## src/core/sbsel_pkg.sv

```systemverilog
// Purpose: Shared constants and carriers for the sideband status/event block
// Assumes: Single 10 MHz clock domain
// Notes:   Timing counts derive from the clock rate below
package sbsel_pkg;
  // Clock and timing
  localparam int CLK_HZ         = 10_000_000;
  localparam int EJECT_HOLD_MS  = 10;
  localparam int EJECT_HOLD_CYC = EJECT_HOLD_MS * (CLK_HZ / 1000);
  localparam int STRAP_SETTLE   = 3;

  // Test-select codes
  localparam logic [3:0] TST_NORMAL   = 4'h0;
  localparam logic [3:0] TST_ISOLATE  = 4'h2;
  localparam logic [3:0] TST_IN_CHAIN = 4'h3;
  localparam logic [3:0] TST_BI_CHAIN = 4'h4;

  // Configuration bit positions
  localparam int CFG0E_USER_LSB = 3;
  localparam int CFG0B_MPV_POL  = 4;
  localparam int CFG0B_MPV_EN   = 2;

  // Pin group widths
  localparam int N_DED  = 11;
  localparam int N_BIDI = 20;
  localparam int N_OUTO = 14;
  localparam int N_GPIO = 3;

  // Reset values
  localparam logic [15:0] STATUS_RST = 16'h0000;
  localparam logic [4:0]  MEDIA_RST  = 5'h01;

  // Interrupt pipe status word
  typedef struct packed {
    logic [4:0]        zero;
    logic              drive_ready;
    logic              high_speed;
    logic              bus_powered;
    logic [4:0]        user_bits;
    logic [N_GPIO-1:0] gpio;
  } sbsel_status_t;

  // Media-present and ATA-enable consequences
  typedef struct packed {
    logic dplus_pullup_en;
    logic ata_halt;
    logic low_power;
    logic ata_drive_low;
    logic ata_pins_oe_n;
  } sbsel_media_t;
endpackage

```

## src/core/sbsel_sync.sv

```systemverilog
// Purpose: Two-flop synchroniser for pin inputs
// Assumes: Destination is mclk
// Notes:   First stage feeds only the second stage
`timescale 1ns/1ns
`default_nettype none
module sbsel_sync #(
  parameter int W = 1
) (
  // Clock and reset
  input  wire logic         mclk,
  input  wire logic         resetn,
  input  wire logic         clk_en,
  // Data
  input  wire logic [W-1:0] d,
  output logic      [W-1:0] q
);
  logic [W-1:0] meta_ff;
  logic [W-1:0] q_ff;
  logic [W-1:0] nxt_meta_ff;
  logic [W-1:0] nxt_q_ff;

  always_comb begin
    nxt_meta_ff = clk_en ? d : meta_ff;
    nxt_q_ff    = clk_en ? meta_ff : q_ff;
  end

  always_ff @(posedge mclk or negedge resetn) begin
    if (!resetn) begin
      meta_ff <= '0;
      q_ff    <= '0;
    end else begin
      meta_ff <= nxt_meta_ff;
      q_ff    <= nxt_q_ff;
    end
  end

  assign q = q_ff;
endmodule
`default_nettype wire

```

## src/core/sbsel_chain.sv

```systemverilog
// Purpose: Cumulative XNOR connectivity chain
// Assumes: Inputs already synchronised
// Notes:   Output j shows chain stage j modulo the input count
`timescale 1ns/1ns
`default_nettype none
module sbsel_chain #(
  parameter int N_IN  = 11,
  parameter int N_OUT = 20
) (
  // Chain inputs
  input  wire logic [N_IN-1:0]  din,
  // Chain outputs
  output logic      [N_OUT-1:0] dout
);
  logic [N_IN-1:0] stage;

  assign stage[0] = din[0];
  for (genvar i = 1; i < N_IN; i++) begin : g_stage
    assign stage[i] = ~(stage[i-1] ^ din[i]);
  end
  for (genvar j = 0; j < N_OUT; j++) begin : g_out
    assign dout[j] = stage[j % N_IN];
  end
endmodule
`default_nettype wire

```

## src/core/sbsel_top.sv

```systemverilog
// Purpose: Sideband test-mode, eject, service-request and media-present logic
// Assumes: Config bytes, speed flag, suspend, wake enable and token come from mclk logic; all else are pins
// Notes:   Test code is captured once after reset release
//
// Behaviour
// - Straps low select normal; codes other than 2, 3, 4 reserved
// - Isolation code floats all outputs but oscillator
// - Input chain code drives results on bidi pins
// - Bidi chain code drives results on outputs
// - Eject held 10 ms raises eject request
// - Suspended, wake enabled: eject edge wakes host
// - Nothing pending: interrupt requests get NAK
// - Pending request returns one 16-bit status word
// - Upper byte: zeros, ready, speed, bus power
// - Lower byte: user bits then GPIO states
// - Media polarity and enable from config 0x0B
// - Media absent releases D+ pull-up
// - Media absent halts ATA, low power, drive low if ATA enabled
// - Media back reconnects and resumes ATA
// - ATA enable low floats ATA pins, halts
`timescale 1ns/1ns
`default_nettype none
module sbsel_top
  import sbsel_pkg::*;
#(
  parameter int HOLD_CYC = sbsel_pkg::EJECT_HOLD_CYC
) (
  // Clock and reset
  input  wire logic                          mclk,
  input  wire logic                          resetn,
  input  wire logic                          clk_en,
  // Test straps and chain pins
  input  wire logic [3:0]                    test_sel,
  input  wire logic [sbsel_pkg::N_DED-1:0]   chain_ded_in,
  input  wire logic [sbsel_pkg::N_BIDI-1:0]  bidi_in,
  output logic      [sbsel_pkg::N_BIDI-1:0]  bidi_out,
  output logic                               bidi_oe_n,
  output logic      [sbsel_pkg::N_OUTO-1:0]  chain_out_only,
  output logic                               out_only_chain_sel,
  output logic                               pads_hiz,
  // Eject and wakeup
  input  wire logic                          eject_button_n,
  input  wire logic                          usb_suspended,
  input  wire logic                          remote_wake_enabled,
  output logic                               eject_request,
  output logic                               remote_wakeup,
  // Service request and interrupt pipe
  input  wire logic                          system_service_request,
  input  wire logic                          drive_ready_in,
  input  wire logic                          high_speed_active,
  input  wire logic                          bus_powered_select,
  input  wire logic [sbsel_pkg::N_GPIO-1:0]  gpio_in,
  input  wire logic [7:0]                    cfg_byte_0e,
  input  wire logic                          intr_in_token,
  output logic                               intr_data_valid,
  output logic                               intr_nak,
  output sbsel_pkg::sbsel_status_t           intr_data,
  output logic                               intr_pending,
  // Media present and ATA sharing
  input  wire logic [7:0]                    cfg_byte_0b,
  input  wire logic                          media_present_valid,
  input  wire logic                          ata_bus_enable,
  output sbsel_pkg::sbsel_media_t            media_ctl
);
  import sbsel_pkg::*;

  localparam int CW = $clog2(HOLD_CYC + 1);

  // Synchronised pins
  logic [3:0]        test_s;
  logic [N_DED-1:0]  ded_s;
  logic [N_BIDI-1:0] bidi_s;
  logic [N_GPIO-1:0] gpio_s;
  logic              eject_n_s;
  logic              sysreq_s;
  logic              ready_s;
  logic              buspwr_s;
  logic              media_s;
  logic              ata_bus_enable_s;
  logic [N_BIDI-1:0] in_chain;
  logic [N_OUTO-1:0] bi_chain;

  sbsel_sync #(.W(4)) u_sync_test (
    .mclk(mclk), .resetn(resetn), .clk_en(clk_en), .d(test_sel), .q(test_s)
  );
  sbsel_sync #(.W(N_DED + N_BIDI + N_GPIO + 6)) u_sync_pins (
    .mclk  (mclk),
    .resetn(resetn),
    .clk_en(clk_en),
    .d     ({chain_ded_in, bidi_in, gpio_in, eject_button_n,
             system_service_request, drive_ready_in, bus_powered_select,
             media_present_valid, ata_bus_enable}),
    .q     ({ded_s, bidi_s, gpio_s, eject_n_s, sysreq_s, ready_s, buspwr_s,
             media_s, ata_bus_enable_s})
  );
  sbsel_chain #(.N_IN(N_DED), .N_OUT(N_BIDI)) u_in_chain (
    .din(ded_s), .dout(in_chain)
  );
  sbsel_chain #(.N_IN(N_BIDI), .N_OUT(N_OUTO)) u_bi_chain (
    .din(bidi_s), .dout(bi_chain)
  );

  // Test mode capture: straps must settle before reset release
  logic [1:0]        settle_ff, nxt_settle_ff;
  logic [3:0]        mode_ff, nxt_mode_ff;
  logic [N_BIDI-1:0] bidi_out_ff, nxt_bidi_out_ff;
  logic              bidi_oe_n_ff, nxt_bidi_oe_n_ff;
  logic [N_OUTO-1:0] outo_ff, nxt_outo_ff;
  logic              outo_sel_ff, nxt_outo_sel_ff;
  logic              hiz_ff, nxt_hiz_ff;

  always_comb begin
    nxt_settle_ff    = settle_ff;
    nxt_mode_ff      = mode_ff;
    if (settle_ff != 2'(STRAP_SETTLE)) begin
      nxt_settle_ff = settle_ff + 2'h1;
      nxt_mode_ff   = test_s;
    end
    nxt_hiz_ff       = (mode_ff == TST_ISOLATE);
    nxt_bidi_oe_n_ff = !(mode_ff == TST_IN_CHAIN);
    nxt_bidi_out_ff  = (mode_ff == TST_IN_CHAIN) ? in_chain : '0;
    nxt_outo_sel_ff  = (mode_ff == TST_BI_CHAIN);
    nxt_outo_ff      = (mode_ff == TST_BI_CHAIN) ? bi_chain : '0;
    if (!clk_en) begin
      nxt_settle_ff    = settle_ff;
      nxt_mode_ff      = mode_ff;
      nxt_hiz_ff       = hiz_ff;
      nxt_bidi_oe_n_ff = bidi_oe_n_ff;
      nxt_bidi_out_ff  = bidi_out_ff;
      nxt_outo_sel_ff  = outo_sel_ff;
      nxt_outo_ff      = outo_ff;
    end
  end

  always_ff @(posedge mclk or negedge resetn) begin
    if (!resetn) begin
      settle_ff    <= 2'h0;
      mode_ff      <= TST_NORMAL;
      hiz_ff       <= 1'b0;
      bidi_oe_n_ff <= 1'b1;
      bidi_out_ff  <= '0;
      outo_sel_ff  <= 1'b0;
      outo_ff      <= '0;
    end else begin
      settle_ff    <= nxt_settle_ff;
      mode_ff      <= nxt_mode_ff;
      hiz_ff       <= nxt_hiz_ff;
      bidi_oe_n_ff <= nxt_bidi_oe_n_ff;
      bidi_out_ff  <= nxt_bidi_out_ff;
      outo_sel_ff  <= nxt_outo_sel_ff;
      outo_ff      <= nxt_outo_ff;
    end
  end

  // Normal function only under the all-zero code
  logic normal_mode;
  assign normal_mode = (mode_ff == TST_NORMAL) && (settle_ff == 2'(STRAP_SETTLE));

  // Eject hold timer and remote wakeup
  logic [CW-1:0] hold_ff, nxt_hold_ff;
  logic          eject_ff, nxt_eject_ff;
  logic          wake_ff, nxt_wake_ff;
  logic          eject_prev_ff, nxt_eject_prev_ff;

  always_comb begin
    nxt_hold_ff       = hold_ff;
    nxt_eject_ff      = 1'b0;
    nxt_wake_ff       = 1'b0;
    nxt_eject_prev_ff = eject_n_s;
    if (!normal_mode || eject_n_s || usb_suspended) begin
      nxt_hold_ff = '0;
    end else if (hold_ff != CW'(HOLD_CYC)) begin
      nxt_hold_ff = hold_ff + CW'(1);
      // One request per press, fired on the last count
      nxt_eject_ff = (hold_ff == CW'(HOLD_CYC - 1));
    end
    if (normal_mode && usb_suspended && remote_wake_enabled &&
        (eject_n_s != eject_prev_ff)) begin
      nxt_wake_ff = 1'b1;
    end
    if (!clk_en) begin
      nxt_hold_ff       = hold_ff;
      nxt_eject_ff      = eject_ff;
      nxt_wake_ff       = wake_ff;
      nxt_eject_prev_ff = eject_prev_ff;
    end
  end

  always_ff @(posedge mclk or negedge resetn) begin
    if (!resetn) begin
      hold_ff       <= '0;
      eject_ff      <= 1'b0;
      wake_ff       <= 1'b0;
      eject_prev_ff <= 1'b1;
    end else begin
      hold_ff       <= nxt_hold_ff;
      eject_ff      <= nxt_eject_ff;
      wake_ff       <= nxt_wake_ff;
      eject_prev_ff <= nxt_eject_prev_ff;
    end
  end

  // Service request latch and interrupt pipe answer
  logic          pend_ff, nxt_pend_ff;
  sbsel_status_t snap_ff, nxt_snap_ff;
  sbsel_status_t data_ff, nxt_data_ff;
  logic          dval_ff, nxt_dval_ff;
  logic          nak_ff, nxt_nak_ff;
  logic          sysreq_prev_ff, nxt_sysreq_prev_ff;
  sbsel_status_t live;

  always_comb begin
    live.zero        = 5'h00;
    live.drive_ready = ready_s;
    live.high_speed  = high_speed_active;
    live.bus_powered = buspwr_s;
    live.user_bits   = cfg_byte_0e[CFG0E_USER_LSB +: 5];
    live.gpio        = gpio_s;
  end

  always_comb begin
    nxt_pend_ff        = pend_ff;
    nxt_snap_ff        = snap_ff;
    nxt_data_ff        = data_ff;
    nxt_dval_ff        = 1'b0;
    nxt_nak_ff         = 1'b0;
    nxt_sysreq_prev_ff = sysreq_s;
    if (normal_mode && intr_in_token) begin
      if (pend_ff) begin
        nxt_dval_ff = 1'b1;
        nxt_data_ff = snap_ff;
        nxt_pend_ff = 1'b0;
      end else begin
        nxt_nak_ff = 1'b1;
      end
    end
    // New request wins over a same-cycle delivery
    if (normal_mode && sysreq_s && !sysreq_prev_ff) begin
      nxt_pend_ff = 1'b1;
      nxt_snap_ff = live;
    end
    if (!clk_en) begin
      nxt_pend_ff        = pend_ff;
      nxt_snap_ff        = snap_ff;
      nxt_data_ff        = data_ff;
      nxt_dval_ff        = dval_ff;
      nxt_nak_ff         = nak_ff;
      nxt_sysreq_prev_ff = sysreq_prev_ff;
    end
  end

  always_ff @(posedge mclk or negedge resetn) begin
    if (!resetn) begin
      pend_ff        <= 1'b0;
      snap_ff        <= STATUS_RST;
      data_ff        <= STATUS_RST;
      dval_ff        <= 1'b0;
      nak_ff         <= 1'b0;
      sysreq_prev_ff <= 1'b0;
    end else begin
      pend_ff        <= nxt_pend_ff;
      snap_ff        <= nxt_snap_ff;
      data_ff        <= nxt_data_ff;
      dval_ff        <= nxt_dval_ff;
      nak_ff         <= nxt_nak_ff;
      sysreq_prev_ff <= nxt_sysreq_prev_ff;
    end
  end

  // Media present and ATA bus sharing
  sbsel_media_t media_ff, nxt_media_ff;
  logic         present;

  always_comb begin
    present = cfg_byte_0b[CFG0B_MPV_EN] ?
              (media_s == cfg_byte_0b[CFG0B_MPV_POL]) : 1'b1;
    nxt_media_ff.dplus_pullup_en = present && !hiz_ff;
    nxt_media_ff.ata_halt        = !present || !ata_bus_enable_s;
    nxt_media_ff.low_power       = !present;
    nxt_media_ff.ata_drive_low   = !present && ata_bus_enable_s;
    // Floating wins in isolation; media presence never changes the pin enable
    nxt_media_ff.ata_pins_oe_n   = !ata_bus_enable_s || hiz_ff;
    if (!clk_en) begin
      nxt_media_ff = media_ff;
    end
  end

  always_ff @(posedge mclk or negedge resetn) begin
    if (!resetn) begin
      media_ff <= MEDIA_RST;
    end else begin
      media_ff <= nxt_media_ff;
    end
  end

  // Outputs
  assign bidi_out           = bidi_out_ff;
  assign bidi_oe_n          = bidi_oe_n_ff;
  assign chain_out_only     = outo_ff;
  assign out_only_chain_sel = outo_sel_ff;
  assign pads_hiz           = hiz_ff;
  assign eject_request      = eject_ff;
  assign remote_wakeup      = wake_ff;
  assign intr_data_valid    = dval_ff;
  assign intr_nak           = nak_ff;
  assign intr_data          = data_ff;
  assign intr_pending       = pend_ff;
  assign media_ctl          = media_ff;
endmodule
`default_nettype wire

```

## config.mk

```make
export PLATFORM = sky130hd
export DESIGN_NAME = sbsel_top
export DESIGN_NICKNAME = d
export VERILOG_FILES = /design/src/core/sbsel_pkg.sv /design/src/core/sbsel_sync.sv /design/src/core/sbsel_chain.sv /design/src/core/sbsel_top.sv
export SDC_FILE = /design/constraint.sdc
export NUM_CORES = 1
export LEC_CHECK = 0
export ABC_AREA = 1
export BUFFER_PORTS_ARGS = -buffer_cell sky130_fd_sc_hd__buf_2
export CAP_MARGIN = 10
export CORE_AREA = 2 2 134 136
export CTS_CLUSTER_DIAMETER = 40
export DETAILED_ROUTE_END_ITERATION = 6
export DIE_AREA = 0 0 136 138
export PLACE_DENSITY = 0.79
export SYNTH_ARGS = -nofsm -noshare
export SYNTH_HDL_FRONTEND = slang
export SYNTH_HIERARCHICAL = 1
export SYNTH_SLANG_ARGS = --single-unit
```

## constraint.sdc

```tcl
create_clock -name mclk -period 1.9 [get_ports mclk]
set_input_delay 0.285 -clock mclk [delete_from_list [all_inputs] [get_ports mclk]]
set_output_delay 0.285 -clock mclk [all_outputs]
set_load 0.02 [all_outputs]
```

==> flow_summary.toml <==
[timing]
drv_slew = 0
max_freq_mhz = 422
fin_crit_ns = 2.37
setup-violations-final = 10
hold_viol_final = 0
fin_crit_sh = 1.25
setup_slack_ns = -0.468
rsz0062_at_grt = "true"
relSlewSlack = 0.584
finClkSkew_ns = 0.00885
worst_pin_slew_ns = 0.622

[worst_hold_path]
min_to = "u_sync_pins/meta_ff[20]"
hold_path.class = "in2reg"
min_path_cells = 3
hp-start = "bidi_in[11]"

[finish]
nFillCells = 1556
fin_nets = 1106
finalNonFillerCells = 1278
layout-area-overhead-vs-synth_pct = 21.4
drive_gt1_frac = 0.283
finalInstanceArea_um2 = 9860

[placed_design]
numPlacedInstances = 1227
pre_cts_ws_ns = -0.420
portBuffers = 109
dp_hpwl_um = 11500
place_area_um2 = 8850
place_congestion = 0.833

[worst_setup_path]
start_kind = "flop"
rr_endpoint = "chain_out_only[13]"
r2r-start = "u_sync_pins/q[10]"
critPathCaptureType = "flop"
path_class = "reg2reg"
cp_data_required_time_ns = 2.20
cp.arrival_ns = 2.66
critical_path.max_fanout = 4
r2r_cells = 20
ff2ff_setup_slack_ns = -0.47

[routing]
wl_per_cell_um = 13.7
vias = 6331
firstDrtPassIters = 5
routed_wl_um = 17500
via_per_inst = 4.95
drt-initial-drc-count = 323
route.detailed.drc = 0
antenna_left = 0

[die]
fp.dieArea_um2 = 18800
io_pins = 130
rows = 49
die_h_um = 138
core_um2 = 17500
start_util = 0.463
die_x_um = 136

[global_routing]
antenna_found_initial = 1
grt_pass1_wl_um = 29100
grt_max_degree = 69
first_global_vias = 6040
gr-total-overflow = 0
grtUsageTotal = 0.193

[clock_tree]
clk_pin_slew_ns = 0.07
clock_sinks = 170
clk_path_buf_depth = 2
clk_latency_ns = 0.43
htreeDepth = 4
cts_made_buffers = 17
cts_tree = "done"
root_buffer = "clkbuf_16"

[pwr]
pwr_density_cell_nw_per_um2 = 1060
finalPower_mw = 10.5
p_leak_nw = 5.22
irDropWorstVdd_mv = 0.705

[status]
violations = "negative setup slack"
status = "finished, violations left"

[yosys]
syn_inst = 917
syn_area_um2 = 8120
synth.avg_cell_area_um2 = 8.86
ys_warn_count = 6

[job]
max-cap-violations = 0
[how the worst max path moves through the flow]
stage	depth (start not counted)	start	slack, ns	endpoint
detailed placement	19	u_sync_pins/q[10]	-0.42	chain_out_only[13]
global route	22	u_sync_pins/q[9]	-0.64	chain_out_only[13]
global placement	19	u_sync_pins/q[10]	-0.27	chain_out_only[13]
CTS	21	u_sync_pins/q[10]	-0.37	chain_out_only[13]
finish	20	u_sync_pins/q[10]	-0.47	chain_out_only[13]
floorplan	22	u_sync_pins/q[9]	-0.17	chain_out_only[13]
[metrics by stage]
| step | TNS [ns] | utilization | hold slack, ns |
|---|---|---|---|
| finish | -2.48 | 0.563 | 0.0495 |
| global route | -4.22 | 0.563 | 0.0417 |
| CTS | -1.40 | 0.552 | 0.0386 |
| detailed placement | -1.54 | 0.504 | 0.233 |
| global placement | -0.680 | 0.504 | 0.224 |
| floorplan | -0.310 | - | -0.0106 |
[worst max-delay path: stages (launching register included)]
cell     delay (ns)
dfrtp_2        0.44
nand2_2        0.15
nand2_4        0.08
nand2_4        0.08
nand3_4        0.11
nand2_4        0.11
nand2_4        0.06
nand3_4        0.10
nand2_4        0.07
nand2_4        0.07
nand3_4        0.12
nand2_4        0.11
nand2_4        0.07
nand3_4        0.09
nand3_4        0.10
nand3_1        0.16
nand3_2        0.11
nand3_2        0.07
nand2_1        0.04
inv_1          0.04
o21ai_1        0.06
[per-layer routing]
layer,GRT usage,share of wire,up-vias,wire (um)
met5,0,0,-,0
met4,0.0592,0.013,0,228
met3,0.0411,0.046,20,806
met2,0.309,0.48,159,8470
met1,0.263,0.46,3026,8040
li1,-,-,3126,-
[repair_timing]
item | 4_1_cts | 5_1_grt
hold buffers | 1 | 0
endpoints found under the hold margin | 37 | 0
pin swaps | 17 | 26
setup buffers | 12 | 10
endpoints found under the setup margin | 9 | 16
resized for setup | 35 | 29
[state kept, by name, indices dropped and copies added, names as in the netlist, 2 cells and up]
signal	cells
bidi_out	20
u_sync_pins/meta_ff	34
u_sync_pins/q	34
settle_ff	2
u_sync_test/q	4
intr_data	11
u_sync_test/meta_ff	4
mode_ff	4
snap_ff	11
hold_ff	17
media_ctl	5
chain_out_only	14
[placed cells by master (no fill, tap or decap), types with 3 or more instances in the layout]
master      instances
mux2_2              4
nor2_1             30
o21ai_1            19
a22o_1             20
buf_6               8
nand2_2             7
o21ai_2             8
nor2_2              4
inv_6               3
nand3_4            32
clkbuf_16          17
dfrtp_1           166
buf_2             107
dfstp_2             3
conb_1              5
clkinvlp_4          3
inv_1              65
nand4_1             7
nor2_4              3
a21oi_1             9
buf_4              31
inv_2               7
o21ai_0            17
nand3_1            39
xnor2_1             4
clkinv_2            3
ha_1                3
nand2_4            24
xor2_1              6
nand3_2            24
nand2_1           349
[cell type report]
type / instances / area (um2) / share of cell area
flip-flops and latches: 170 / 4260 / 0.432
multi-input cells: 624 / 3570 / 0.362
repair buffers: 149 / 908 / 0.0921
clock buffers: 19 / 433 / 0.0439
well taps: 229 / 287 / 0.0290
inverters: 74 / 285 / 0.0289
clock inverters: 12 / 116 / 0.0118
diodes: 1 / 2.50 / 0.000254
[power breakdown]
group | switching [mW] | internal, mW
clock network | 1.49 | 1.82
logic | 1.60 | 1.04
registers | 0.390 | 4.13
total | 3.48 | 6.98
Power figures use the tool's default switching activity.
